`config.mk`:
```
export PLATFORM = sky130hd
export DESIGN_NAME = cpu_register_set_core
export DESIGN_NICKNAME = d
export VERILOG_FILES = /design/src/cpu_regs_pkg.sv /design/src/regstore_if.sv /design/src/bank_store.sv /design/src/cpu_register_set_core.sv
export SDC_FILE = /design/constraint.sdc
export NUM_CORES = 1
export LEC_CHECK = 0
export BUFFER_PORTS_ARGS = -buffer_cell sky130_fd_sc_hd__buf_4
export CAP_MARGIN = 30
export CORE_MARGIN = 8
export CORE_UTILIZATION = 55
export DETAILED_ROUTE_END_ITERATION = 10
export PLACE_DENSITY = 0.78
export SETUP_SLACK_MARGIN = 0.3
export SYNTH_ARGS = -nofsm -noshare
export SYNTH_HDL_FRONTEND = slang
export SYNTH_SLANG_ARGS = --single-unit
```
`constraint.sdc`:
```
create_clock -name CLK -period 11.67 [get_ports CLK]
set_clock_uncertainty 0.15 [all_clocks]
set_input_delay 1.167 -clock CLK [delete_from_list [all_inputs] [get_ports CLK]]
set_output_delay 1.167 -clock CLK [all_outputs]
set_load 0.05 [all_outputs]
```
`src/cpu_regs_pkg.sv`:
```
// Shared constants for the processor register set core
package cpu_regs_pkg;
   // Command codes on the command port
   localparam logic [3:0] OP_NOP     = 4'h0;
   localparam logic [3:0] OP_RD8     = 4'h1;
   localparam logic [3:0] OP_WR8     = 4'h2;
   localparam logic [3:0] OP_RD16    = 4'h3;
   localparam logic [3:0] OP_WR16    = 4'h4;
   localparam logic [3:0] OP_EX_AF   = 4'h5;
   localparam logic [3:0] OP_EXX     = 4'h6;
   localparam logic [3:0] OP_INT_CFG = 4'h7;
   localparam logic [3:0] OP_INT_ACK = 4'h8;
   localparam logic [3:0] OP_PUSH    = 4'h9;
   localparam logic [3:0] OP_POP     = 4'ha;
   localparam logic [3:0] OP_INDEX   = 4'hb;
   localparam logic [3:0] OP_BLOCK   = 4'hc;
   localparam logic [3:0] OP_BIT     = 4'hd;

   // 16-bit selectors; 0..3 live in the banked store
   localparam logic [3:0] SEL16_AF = 4'h0;
   localparam logic [3:0] SEL16_BC = 4'h1;
   localparam logic [3:0] SEL16_DE = 4'h2;
   localparam logic [3:0] SEL16_HL = 4'h3;
   localparam logic [3:0] SEL16_SP = 4'h4;
   localparam logic [3:0] SEL16_IX = 4'h5;
   localparam logic [3:0] SEL16_IY = 4'h6;
   localparam logic [3:0] SEL16_PC = 4'h7;
   // 8-bit selectors: sel[2:1] pair, sel[0] low byte; then vector base and refresh
   localparam logic [3:0] SEL8_FIRST_SPECIAL = 4'h8;
   localparam logic [3:0] SEL8_VEC_BASE      = 4'h8;
   localparam logic [3:0] SEL8_REFRESH       = 4'h9;

   // Interrupt response modes
   localparam logic [1:0] IM_LEGACY   = 2'h0;
   localparam logic [1:0] IM_GENERIC  = 2'h1;
   localparam logic [1:0] IM_VECTORED = 2'h2;
   localparam logic [1:0] IM_RESET    = 2'h0;
   // Fixed service address for generic-peripheral mode; plain default
   localparam logic [15:0] GENERIC_INT_ADDR = 16'h0000;
   localparam int          CFG_ENABLE_BIT   = 2;

   // Bit operations in CMD_DATA[9:8]
   localparam logic [1:0] BITOP_TEST  = 2'h1;
   localparam logic [1:0] BITOP_SET   = 2'h2;
   localparam logic [1:0] BITOP_RESET = 2'h3;

   // Block operation options in CMD_DATA
   localparam int         BLK_DEC_BIT    = 0;
   localparam int         BLK_SEARCH_BIT = 1;
   localparam logic [2:0] BLK_LAST_STEP  = 3'h6;

   localparam logic [15:0] STACK_STEP  = 16'h0002;
   localparam logic [15:0] WORD_RESET  = 16'h0000;
   localparam logic [7:0]  BYTE_RESET  = 8'h00;
   localparam int          STORE_WORDS = 8;
endpackage

```
`src/regstore_if.sv`:
```
// Connection between the control logic and the banked register store
`timescale 1ns/1ps
`default_nettype none
interface regstore_if;
   logic        ce;
   logic [2:0]  rd_addr;
   logic [15:0] rd_data;
   logic        wr_en;
   logic [1:0]  wr_be;
   logic [2:0]  wr_addr;
   logic [15:0] wr_data;
   modport ctrl (output ce, rd_addr, wr_en, wr_be, wr_addr, wr_data, input rd_data);
   modport store (input ce, rd_addr, wr_en, wr_be, wr_addr, wr_data, output rd_data);
endinterface
`default_nettype wire

```
`src/bank_store.sv`:
```
// Banked register store: main and alternate AF, BC, DE, HL words
`timescale 1ns/1ps
`default_nettype none
module bank_store
(
   input  wire logic   clk,
   input  wire logic   rst,
   regstore_if.store   bus
);
   logic [15:0] word [cpu_regs_pkg::STORE_WORDS];

   // One word per entry, high and low byte written separately
   genvar g;
   generate
      for (g = 0; g < cpu_regs_pkg::STORE_WORDS; g++)
      begin : g_word
         always_ff @(posedge clk or posedge rst)
         begin
            if (rst)
               word[g] <= cpu_regs_pkg::WORD_RESET;
            else if (bus.ce && bus.wr_en && bus.wr_addr == 3'(g))
            begin
               if (bus.wr_be[1])
                  word[g][15:8] <= bus.wr_data[15:8];
               if (bus.wr_be[0])
                  word[g][7:0] <= bus.wr_data[7:0];
            end
         end
      end
   endgenerate

   // Registered read port
   always_ff @(posedge clk or posedge rst)
   begin
      if (rst)
         bus.rd_data <= cpu_regs_pkg::WORD_RESET;
      else if (bus.ce)
         bus.rd_data <= word[bus.rd_addr];
   end
endmodule
`default_nettype wire

```
`src/cpu_register_set_core.sv`:
```
// Programmer-visible register set, exchange, stack, index, refresh and interrupt vectoring
`timescale 1ns/1ps
`default_nettype none
// How it works
// - Two banks of six byte registers, reachable as bytes or as pairs.
// - Accumulator and flags exist twice, one copy per bank.
// - Exchange commands flip which bank is visible, without memory traffic.
// - One 16-bit stack pointer moves by two on push, pop and interrupt acknowledge.
// - Two 16-bit index registers plus signed displacement give operand addresses.
// - Refresh counter's low seven bits step on every opcode fetch; a byte write to the refresh selector loads it instead.
// - Vectored mode: peripheral gives low byte, vector base gives high byte.
// - Three interrupt modes: legacy, generic peripheral, vectored daisy chain.
// - Storage totals 208 bits: banks, SP, IX, IY, PC, vector, refresh.
// - Bus request granted on the pins at a bus-idle point, no glue.
// - Block move/search steps and bit set, reset, test on any byte.
module cpu_register_set_core
(
   input  wire logic        CLK,
   input  wire logic        RST,
   input  wire logic        CE,
   input  wire logic        CMD_VALID,
   input  wire logic [3:0]  CMD_OP,
   input  wire logic [3:0]  CMD_SEL,
   input  wire logic [15:0] CMD_DATA,
   input  wire logic        FETCH,
   input  wire logic        BUSREQ_N,
   input  wire logic        BUS_IDLE,
   input  wire logic        INT_N,
   output logic             CMD_READY,
   output logic             CMD_DONE,
   output logic [15:0]      RD_DATA,
   output logic [15:0]      AUX_DATA,
   output logic             FLAG_ZERO,
   output logic             FLAG_MATCH,
   output logic             FLAG_COUNT_NZ,
   output logic [15:0]      REFRESH_ADDR,
   output logic [1:0]       BANK_STATE,
   output logic             BUSACK_N,
   output logic             INT_PENDING
);
   typedef enum logic [1:0] {ST_IDLE, ST_READ, ST_BLOCK} state_e;

   state_e      state, next_state;
   logic [15:0] sp, ix, iy, pc;
   logic [7:0]  vec_base, refresh;
   logic        af_bank, gp_bank, int_enable, accept, sel_byte;
   logic [1:0]  int_mode, blk_pair;
   logic [3:0]  lat_sel;
   logic [15:0] lat_data;
   logic [2:0]  blk_step;
   logic [15:0] blk_bc, blk_de, blk_hl;
   logic [15:0] next_bc, next_de, next_hl;
   logic [7:0]  bit_mask;
   logic [15:0] disp;

   regstore_if store_bus ();

   bank_store u_store
   (
      .clk (CLK),
      .rst (RST),
      .bus (store_bus)
   );

   // Store word address of a pair in the visible bank
   function automatic logic [2:0] word_addr(input logic [1:0] pair, input logic afb,
                                            input logic gpb);
      word_addr = {(pair == 2'h0) ? afb : gpb, pair};
   endfunction

   assign accept   = CMD_VALID && state == ST_IDLE;
   assign next_bc  = blk_bc - 16'h0001;
   assign next_hl  = lat_data[cpu_regs_pkg::BLK_DEC_BIT] ? blk_hl - 16'h0001 : blk_hl + 16'h0001;
   assign next_de  = lat_data[cpu_regs_pkg::BLK_DEC_BIT] ? blk_de - 16'h0001 : blk_de + 16'h0001;
   assign bit_mask = 8'h01 << CMD_SEL[2:0];
   assign blk_pair = blk_step[1:0] + 2'h1;
   assign disp     = {{8{CMD_DATA[7]}}, CMD_DATA[7:0]};

   always_comb
   begin
      next_state = state;
      case (state)
         ST_IDLE:
            if (accept)
            begin
               if ((CMD_OP == cpu_regs_pkg::OP_RD8 && CMD_SEL < cpu_regs_pkg::SEL8_FIRST_SPECIAL)
                   || (CMD_OP == cpu_regs_pkg::OP_RD16 && CMD_SEL < cpu_regs_pkg::SEL16_SP))
                  next_state = ST_READ;
               else if (CMD_OP == cpu_regs_pkg::OP_BLOCK)
                  next_state = ST_BLOCK;
            end
         ST_READ:
            next_state = ST_IDLE;
         ST_BLOCK:
            if (blk_step == cpu_regs_pkg::BLK_LAST_STEP)
               next_state = ST_IDLE;
         default:
            next_state = ST_IDLE;
      endcase
   end

   always_ff @(posedge CLK or posedge RST)
   begin
      if (RST)
      begin
         state     <= ST_IDLE;
         CMD_READY <= 1'b0;
      end
      else if (CE)
      begin
         state     <= next_state;
         CMD_READY <= next_state == ST_IDLE;
      end
   end

   // Store port: bank reads and writes, block steps
   always_comb
   begin
      store_bus.ce      = CE;
      store_bus.rd_addr = word_addr(CMD_SEL[1:0], af_bank, gp_bank);
      store_bus.wr_en   = 1'b0;
      store_bus.wr_be   = 2'b11;
      store_bus.wr_addr = word_addr(CMD_SEL[1:0], af_bank, gp_bank);
      store_bus.wr_data = CMD_DATA;
      if (accept)
      begin
         case (CMD_OP)
            cpu_regs_pkg::OP_RD8:
               store_bus.rd_addr = word_addr(CMD_SEL[2:1], af_bank, gp_bank);
            cpu_regs_pkg::OP_WR8:
               if (CMD_SEL < cpu_regs_pkg::SEL8_FIRST_SPECIAL)
               begin
                  store_bus.wr_en   = 1'b1;
                  store_bus.wr_addr = word_addr(CMD_SEL[2:1], af_bank, gp_bank);
                  store_bus.wr_be   = CMD_SEL[0] ? 2'b01 : 2'b10;
                  store_bus.wr_data = {CMD_DATA[7:0], CMD_DATA[7:0]};
               end
            cpu_regs_pkg::OP_WR16:
               store_bus.wr_en = CMD_SEL < cpu_regs_pkg::SEL16_SP;
            default:
               store_bus.wr_en = 1'b0;
         endcase
      end
      else if (state == ST_BLOCK)
      begin
         // Steps 0..3 read BC, DE, HL, AF; steps 4..6 write BC, DE, HL
         store_bus.rd_addr = word_addr(blk_pair, af_bank, gp_bank);
         store_bus.wr_addr = word_addr(blk_pair, af_bank, gp_bank);
         case (blk_step)
            3'h4:
            begin
               store_bus.wr_en   = 1'b1;
               store_bus.wr_data = next_bc;
            end
            3'h5:
            begin
               // Search leaves the destination pointer alone
               store_bus.wr_en   = !lat_data[cpu_regs_pkg::BLK_SEARCH_BIT];
               store_bus.wr_data = next_de;
            end
            3'h6:
            begin
               store_bus.wr_en   = 1'b1;
               store_bus.wr_data = next_hl;
            end
            default:
               store_bus.wr_en = 1'b0;
         endcase
      end
   end

   // Command capture and block sequencing
   always_ff @(posedge CLK or posedge RST)
   begin
      if (RST)
      begin
         lat_sel  <= 4'h0;
         sel_byte <= 1'b0;
         lat_data <= cpu_regs_pkg::WORD_RESET;
         blk_step <= 3'h0;
         blk_bc   <= cpu_regs_pkg::WORD_RESET;
         blk_de   <= cpu_regs_pkg::WORD_RESET;
         blk_hl   <= cpu_regs_pkg::WORD_RESET;
      end
      else if (CE)
      begin
         if (accept)
         begin
            lat_sel  <= CMD_SEL;
            sel_byte <= CMD_OP == cpu_regs_pkg::OP_RD8;
            lat_data <= CMD_DATA;
            blk_step <= 3'h0;
         end
         else if (state == ST_BLOCK)
         begin
            blk_step <= blk_step + 3'h1;
            if (blk_step == 3'h1)
               blk_bc <= store_bus.rd_data;
            if (blk_step == 3'h2)
               blk_de <= store_bus.rd_data;
            if (blk_step == 3'h3)
               blk_hl <= store_bus.rd_data;
         end
      end
   end

   // Bank visibility flips
   always_ff @(posedge CLK or posedge RST)
   begin
      if (RST)
      begin
         af_bank <= 1'b0;
         gp_bank <= 1'b0;
      end
      else if (CE && accept)
      begin
         if (CMD_OP == cpu_regs_pkg::OP_EX_AF)
            af_bank <= !af_bank;
         if (CMD_OP == cpu_regs_pkg::OP_EXX)
            gp_bank <= !gp_bank;
      end
   end

   // Stack pointer, index registers, program counter
   always_ff @(posedge CLK or posedge RST)
   begin
      if (RST)
      begin
         sp <= cpu_regs_pkg::WORD_RESET;
         ix <= cpu_regs_pkg::WORD_RESET;
         iy <= cpu_regs_pkg::WORD_RESET;
         pc <= cpu_regs_pkg::WORD_RESET;
      end
      else if (CE && accept)
      begin
         case (CMD_OP)
            cpu_regs_pkg::OP_PUSH, cpu_regs_pkg::OP_INT_ACK:
               sp <= sp - cpu_regs_pkg::STACK_STEP;
            cpu_regs_pkg::OP_POP:
               sp <= sp + cpu_regs_pkg::STACK_STEP;
            cpu_regs_pkg::OP_WR16:
               case (CMD_SEL)
                  cpu_regs_pkg::SEL16_SP: sp <= CMD_DATA;
                  cpu_regs_pkg::SEL16_IX: ix <= CMD_DATA;
                  cpu_regs_pkg::SEL16_IY: iy <= CMD_DATA;
                  cpu_regs_pkg::SEL16_PC: pc <= CMD_DATA;
                  default: sp <= sp;
               endcase
            default:
               sp <= sp;
         endcase
      end
   end

   // Vector base and refresh counter; a write beats a fetch step
   always_ff @(posedge CLK or posedge RST)
   begin
      if (RST)
      begin
         vec_base <= cpu_regs_pkg::BYTE_RESET;
         refresh  <= cpu_regs_pkg::BYTE_RESET;
      end
      else if (CE)
      begin
         if (accept && CMD_OP == cpu_regs_pkg::OP_WR8 && CMD_SEL == cpu_regs_pkg::SEL8_VEC_BASE)
            vec_base <= CMD_DATA[7:0];
         if (accept && CMD_OP == cpu_regs_pkg::OP_WR8 && CMD_SEL == cpu_regs_pkg::SEL8_REFRESH)
            refresh <= CMD_DATA[7:0];
         else if (FETCH)
            refresh <= {refresh[7], refresh[6:0] + 7'h01};
      end
   end

   // Interrupt mode, enable and pending level
   always_ff @(posedge CLK or posedge RST)
   begin
      if (RST)
      begin
         int_mode    <= cpu_regs_pkg::IM_RESET;
         int_enable  <= 1'b0;
         INT_PENDING <= 1'b0;
      end
      else if (CE)
      begin
         if (accept && CMD_OP == cpu_regs_pkg::OP_INT_CFG)
         begin
            if (CMD_DATA[1:0] != 2'h3)
               int_mode <= CMD_DATA[1:0];
            int_enable <= CMD_DATA[cpu_regs_pkg::CFG_ENABLE_BIT];
         end
         else if (accept && CMD_OP == cpu_regs_pkg::OP_INT_ACK)
            int_enable <= 1'b0;
         INT_PENDING <= !INT_N && int_enable;
      end
   end

   // Bus grant at a bus-idle point, released when the request drops
   always_ff @(posedge CLK or posedge RST)
   begin
      if (RST)
         BUSACK_N <= 1'b1;
      else if (CE)
      begin
         if (BUSREQ_N)
            BUSACK_N <= 1'b1;
         else if (BUS_IDLE)
            BUSACK_N <= 1'b0;
      end
   end

   // Status mirrors
   always_ff @(posedge CLK or posedge RST)
   begin
      if (RST)
      begin
         REFRESH_ADDR <= cpu_regs_pkg::WORD_RESET;
         BANK_STATE   <= 2'h0;
      end
      else if (CE)
      begin
         REFRESH_ADDR <= {vec_base, refresh};
         BANK_STATE   <= {gp_bank, af_bank};
      end
   end

   // Results
   always_ff @(posedge CLK or posedge RST)
   begin
      if (RST)
      begin
         CMD_DONE      <= 1'b0;
         RD_DATA       <= cpu_regs_pkg::WORD_RESET;
         AUX_DATA      <= cpu_regs_pkg::WORD_RESET;
         FLAG_ZERO     <= 1'b0;
         FLAG_MATCH    <= 1'b0;
         FLAG_COUNT_NZ <= 1'b0;
      end
      else if (CE)
      begin
         CMD_DONE <= 1'b0;
         if (state == ST_READ)
         begin
            CMD_DONE <= 1'b1;
            if (sel_byte)
               RD_DATA <= {8'h00, lat_sel[0] ? store_bus.rd_data[7:0]
                                             : store_bus.rd_data[15:8]};
            else
               RD_DATA <= store_bus.rd_data;
         end
         else if (state == ST_BLOCK)
         begin
            if (blk_step == 3'h4)
            begin
               FLAG_MATCH    <= store_bus.rd_data[15:8] == lat_data[15:8];
               FLAG_COUNT_NZ <= next_bc != 16'h0000;
            end
            if (blk_step == cpu_regs_pkg::BLK_LAST_STEP)
            begin
               CMD_DONE <= 1'b1;
               RD_DATA  <= blk_hl;
               AUX_DATA <= blk_de;
            end
         end
         else if (accept && next_state == ST_IDLE)
         begin
            CMD_DONE <= 1'b1;
            case (CMD_OP)
               cpu_regs_pkg::OP_RD8:
                  RD_DATA <= {8'h00, CMD_SEL == cpu_regs_pkg::SEL8_VEC_BASE ? vec_base : refresh};
               cpu_regs_pkg::OP_RD16:
                  case (CMD_SEL)
                     cpu_regs_pkg::SEL16_SP: RD_DATA <= sp;
                     cpu_regs_pkg::SEL16_IX: RD_DATA <= ix;
                     cpu_regs_pkg::SEL16_IY: RD_DATA <= iy;
                     default:                RD_DATA <= pc;
                  endcase
               cpu_regs_pkg::OP_PUSH:
                  RD_DATA <= sp - cpu_regs_pkg::STACK_STEP;
               cpu_regs_pkg::OP_POP:
                  RD_DATA <= sp;
               cpu_regs_pkg::OP_INDEX:
                  RD_DATA <= (CMD_SEL[0] ? iy : ix) + disp;
               cpu_regs_pkg::OP_INT_ACK:
               begin
                  AUX_DATA <= pc;
                  case (int_mode)
                     cpu_regs_pkg::IM_GENERIC:  RD_DATA <= cpu_regs_pkg::GENERIC_INT_ADDR;
                     cpu_regs_pkg::IM_VECTORED: RD_DATA <= {vec_base, CMD_DATA[7:0]};
                     default:                   RD_DATA <= {8'h00, CMD_DATA[7:0]};
                  endcase
               end
               cpu_regs_pkg::OP_BIT:
               begin
                  FLAG_ZERO <= (CMD_DATA[7:0] & bit_mask) == 8'h00;
                  case (CMD_DATA[9:8])
                     cpu_regs_pkg::BITOP_SET:   RD_DATA <= {8'h00, CMD_DATA[7:0] | bit_mask};
                     cpu_regs_pkg::BITOP_RESET: RD_DATA <= {8'h00, CMD_DATA[7:0] & ~bit_mask};
                     default:                   RD_DATA <= {8'h00, CMD_DATA[7:0]};
                  endcase
               end
               default:
                  RD_DATA <= RD_DATA;
            endcase
         end
      end
   end

endmodule
`default_nettype wire

```
==> results of run 1 <==
## metal layers
metal	global-route usage, %	part of all wire (%)	up-vias
met5	0	0.028	-
met2	45.7	46	954
met1	37.3	39	8630
met3	6.03	9.6	214
li1	-	-	7659
met4	14.5	5.1	2
## logic make-up after synthesis
family                     after synthesis  share of synthesized area [%]
and+or+nand+nor                        623                           14.5
AOI/OAI and AO/OA                      482                           15.3
DFF                                    351                           42.8
muxes                                  345                           18.6
buffers and inverters                  175                           3.38
xor gates and xnor gates                57                           2.43
adders and majority gates               49                           3.06
## worst paths after layout
path,endpoint,cells after the start,slack [ns]
worst max-delay path,u_store.word[60],12,6.92
worst min-delay path,RD_DATA[7],2,0.33
worst max register to register,u_store.word[60],12,6.92
worst min register to register,RD_DATA[7],2,0.33
max in group asynchronous,AUX_DATA[5],3,9.25
min in group asynchronous,refresh[0],2,0.60
## registers in the layout, indices dropped and copies added, names as in the netlist, 16 cells and up
name,flops
AUX_DATA,16
RD_DATA,16
REFRESH_ADDR,16
blk_bc,16
blk_de,16
blk_hl,16
ix,16
iy,16
pc,16
sp,16
u_store.bus.rd_data,16
u_store.word,128
## cell usage after synthesis, types with 8 or more instances
cell type  instances  area, sq um
dfrtp_1          350         8760
mux2_2           280         3150
nand2_1          253          950
a21oi_1          142          711
nor2_1           127          477
clkbuf_1         101          379
o21ai_0           98          490
nand3_1           64          320
mux2i_1           61          611
nor3_1            48          240
ha_1              47          588
inv_1             41          154
xnor2_1           33          289
a31oi_1           25          156
xor2_1            24          210
o221ai_1          21          184
buf_2             19         95.1
a22oi_1           17          128
nand2b_1          17          106
o211ai_1          16          120
a221oi_1          15          131
nand2_2           15         93.8
nand4_1           15         93.8
o21ai_1           13         65.1
a32o_1            12          120
o22ai_1           12         75.1
a21o_1            11         82.6
and3_1            11         68.8
buf_1             10         37.5
nor2b_1           10         62.6
o21a_1            10         75.1
a211oi_1           8         60.1
a22o_1             8         70.1
nor3b_1            8         60.1
## worst max-delay path, stage by stage (launching register included)
cell     delay (ns)
dfrtp_1        0.44
inv_1          0.09
ha_1           0.30
nand2_1        0.64
mux2_2         0.43
ha_1           0.34
a21oi_1        0.16
o21ai_0        0.19
a311o_1        0.40
a21oi_1        0.23
mux2_2         0.38
o21ai_1        0.63
mux2_2         0.29
## power groups by stage
stage          clock, mW  combinational [mW]  sequential, mW
4_1_cts             1.27                2.03            1.75
6_report            1.25                2.06            1.77
3_3_place_gp           0                1.98            1.76
2_1_floorplan          0                1.26            1.87
3_5_place_dp           0                2.02            1.77
5_1_grt             1.31                2.21            1.79
## area by class of cell
type / instances / share of cell area (%)
timing repair buffer: 108 / 3.74
multi-input combinational: 1556 / 48.7
clock inverter: 15 / 0.743
antenna: 1 / 0.0110
tap: 468 / 2.57
sequential: 351 / 38.6
inverter: 42 / 0.726
clock buffer: 56 / 4.93
## metrics by stage
step | cell area (sq um) | total power [mW]
floorplan | 20500 | 3.13
global placement | 21400 | 3.74
detailed placement | 21400 | 3.79
CTS | 22700 | 5.05
global route | 22700 | 5.31
finish | 22700 | 5.08
==> results.cfg, run 1 <==
[die]
core_area_sq_um = 36700
die_w_um = 209
dieArea_sq_um = 43700
rows = 70
chipHeight_um = 209
start_util_pct = 55.9
pin_count = 89

[sta]
slew_viol_final = 0
period_share_pct = 40.7
tightest_slew_ns = 1.04
fin_ws_ns = 6.92
setup_viol = 0
min_period_ns = 4.75
timing.fmax_ghz = 0.210
hold_violations = 0
holdWs_ns = 0.333
relSlewSlack_pct = 30.4
setup_tns_ns = 0
rsz0062_at_grt = false

[setup_path]
worstPathRequired_ns = 12.01
endpoint_kind = flop
cp_max_fo = 17
cp-startpoint = blk_step[0]
crit_arrival_ns = 5.10
start_kind = flop
crit_type = reg2reg
rr_startpoint = blk_step[0]

[layout]
multiInputGateArea_sq_um = 11100
final_common_cell = dfrtp_1
finalNetCount = 2180
fin_cells = 2597
layout-drive-gt1-share_pct = 23.0
post-route-util_pct = 62.0
register_area_sq_um = 8780
syn_to_final_growth_pct = 10.9
final_cell_mix = dfrtp_1 (350), mux2_2 (280), nand2_1 (253)
fillers = 3014

[synthesis]
yosys_warnings = 0
synthCells = 2082
ys_ff_latch = 351
synth-edff-count = 0
synthFlopType = dfrtp_1
async_flop_share_pct = 100
ys_seq_area_share_pct = 42.8
syn_avg_cell_area_sq_um = 9.85
netlist_area_sq_um = 20500
syn_nets = 2163
synth_cell_types = 90

[drt]
vias = 17500
drt_first_pass_iters = 8
via_per_inst = 6.72
drtAntennaViolNets = 0
drt_iter0_markers = 2191
routedWlPerCell_um = 25.0
wl_um = 65000
drcViolationCount = 0

[placed_design]
dp_cells = 2524
pre_cts_ws_ns = 6.63
place.gp.congestion = 0.998
portBuffers = 88
dpl.hpwl_um = 45200

[power]
combPwrFrac_pct = 40.6
internal_power_mw = 2.88
powerDensity_nw_per_um2 = 223
p_sw_mw = 2.20
leakage_nw = 10.5
ir_drop_mv = 0.134
pwr-share-seq_pct = 34.8
swShare_pct = 43.3
clock_power_share_pct = 24.6

[clocking]
post-cts-setup-buffer-count = 0
clkSinkCount = 351
numCtsBuffers = 40
clk_path_buf_depth = 3
root_buffer = clkbuf_16
cts_tree = done
clock_latency_ns = 0.57
cts_resized = 0
cts_max_level = 2
clkTransAtPathRegs_ns = 0.06
cts-hold-fix-buffers = 0

[job]
cap_violations = 0

[run_status]
outcome = finished clean

[hold_path]
worstHoldStart = RD_DATA[7]
hp-class = reg2reg

[grt]
grt_pass1_vias = 16900
grt_usage_pct = 28.9
antenna_found_initial = 3
grt_start_max_net_pins = 121
overflow = 0
grt_pass1_wl_um = 99700
Power figures use the tool's default switching activity.
==> inputs of run 2 (changes only) <==
==> constraint.sdc (replaced) <==
create_clock -name CLK -period 4.2 [get_ports CLK]
set_clock_uncertainty 0.15 [all_clocks]
set_input_delay 0.42 -clock CLK [delete_from_list [all_inputs] [get_ports CLK]]
set_output_delay 0.42 -clock CLK [all_outputs]
set_load 0.05 [all_outputs]
==> results.cfg, run 2 (same netlist as run 1, synthesis figures left out) <==
[clocking]
post-cts-setup-buffer-count = 0
clk_path_buf_depth = 3
cts_max_level = 2
clock_latency_ns = 0.57
clkTransAtPathRegs_ns = 0.06
cts_tree = done
root_buffer = clkbuf_16
numCtsBuffers = 41
clkSinkCount = 351

[grt]
grt_start_max_net_pins = 98
grt_usage_pct = 30.5
overflow = 0
grt_pass1_wl_um = 104000
grt_pass1_vias = 17300
antenna_found_initial = 0

[sta]
period_share_pct = 89.6
timing.fmax_ghz = 0.266
hold_violations = 0
setup_tns_ns = 0
rsz0062_at_grt = false
slew_viol_final = 0
min_period_ns = 3.76
setup_viol = 0
tightest_slew_ns = 0.971
relSlewSlack_pct = 35.1

[power]
leakage_nw = 10.8
powerDensity_nw_per_um2 = 625
ir_drop_mv = 0.423

[drt]
drtAntennaViolNets = 0
drcViolationCount = 0
vias = 17700
drt_first_pass_iters = 6
routedWlPerCell_um = 25.8
drt_iter0_markers = 1947
via_per_inst = 6.69
wl_um = 68200

[placed_design]
portBuffers = 88
dpl.hpwl_um = 47600
dp_cells = 2559
place.gp.congestion = 1.01

[layout]
post-route-util_pct = 63.2
final_cell_mix = dfrtp_1 (349), mux2_2 (280), nand2_1 (252)
final_common_cell = dfrtp_1
layout-drive-gt1-share_pct = 24.7
largest_register_ff_count = 128
finalNetCount = 2220
antennaDiodeCount = 0
syn_to_final_growth_pct = 13.1
regMostFlops = u_store.word
fin_cells = 2639

[setup_path]
cp-startpoint = blk_step[0]
path_cells = inv_1 -> ha_1 -> nand2_2 -> buf_4 -> mux2_2 -> ha_1 -> or3_1 -> a311o_1 -> a21oi_2 -> mux2_2 -> o21ai_1 -> buf_4 -> mux2_2
path_depth = 13
reg2regPathDepth = 13
worst_path_most_repeated_cell = mux2_2
slowest_stage = dfrtp_2
path_delay_family = multiplexers
start_kind = flop
rr_endpoint = u_store.word[28]
endpoint_kind = flop
crit_end = u_store.word[28]
crit_type = reg2reg
rr_startpoint = blk_step[0]
worstPathRequired_ns = 4.55
crit_arrival_ns = 4.12
max_stage_delay_ns = 0.42
reg2reg_slack_ns = 0.44
cp.buffers_inverters = 3
cp_max_fo = 8

[die]
chipHeight_um = 209
pin_count = 89
die_w_um = 209
core_area_sq_um = 36700
dieArea_sq_um = 43700
start_util_pct = 55.9
rows = 70

[run_status]
outcome = finished clean

[job]
cap_violations = 0

[hold_path]
worstHoldStart = CMD_DATA[12]
hp-class = in2reg
## run 2: cell count changes in the layout (fill, tap and decap cells not counted), moves of 2 or more
cell,delta
buf_12,+5
o21ai_1,-2
clkinvlp_4,-2
buf_4,+31
dlygate4sd3_1,+4
buf_16,-2
clkinv_2,+3
clkbuf_8,+2
o21ai_2,+3
clkbuf_16,+3
## run 2: tightest hold or removal path, cell delays in order
cell	delay (ns)
buf_4	0.17
nand2_1	0.07
nand2_1	0.04
## run 2: layout make-up
| class | instances | area (sq um) |
|---|---|---|
| clock inverters | 14 | 155 |
| inverters | 42 | 161 |
| repair buffers | 147 | 1180 |
| multi-input cells | 1556 | 11100 |
| flip-flops and latches | 351 | 8790 |
| well taps | 468 | 586 |
| clock buffers | 61 | 1220 |
| fillers | 2915 | 13500 |
## run 2: power by group
group          switching [mW]  internal [mW]  total, mW
Combinational            3.83           2.08       5.91
Sequential              0.922           4.01       4.93
Clock                    1.45           2.20       3.65
## run 2: worst min path at each step
stage                   end  slack [ns]  cells past startpoint
2_1_floorplan   int_mode[0]        0.31                      1
3_3_place_gp     RD_DATA[0]        0.31                      2
3_5_place_dp     RD_DATA[0]        0.32                      2
4_1_cts            BUSACK_N      0.0002                      3
5_1_grt        lat_data[12]        0.02                      3
6_report       lat_data[12]        0.02                      3
## run 2: routing by layer
| layer | wire (um) | GRT usage (%) | vias to the layer above |
|---|---|---|---|
| li1 | - | - | 7722 |
| met1 | 26800 | 39.1 | 8762 |
| met2 | 31400 | 48.5 | 937 |
| met3 | 6090 | 5.67 | 243 |
| met4 | 3910 | 16.6 | 0 |
| met5 | 0 | 0 | - |
## run 2: what timing repair did
item | in CTS | in global routing
hold buffers | 4 | 0
gates resized for setup | 3 | 6
setup endpoints to repair | 25 | 56
hold endpoints to repair | 31 | 0
## run 2: metrics by stage
step / total power, mW / area, sq um / hold slack, ns / setup WS (ns)
global placement: 10.6 / 21700 / 0.312 / 0.281
floorplan: 8.70 / 20500 / 0.310 / -1.07
global route: 15.1 / 23200 / 0.0191 / 0.305
detailed placement: 10.7 / 21700 / 0.320 / 0.164
CTS: 14.4 / 23200 / 0.000197 / 0.364
finish: 14.5 / 23200 / 0.0227 / 0.435
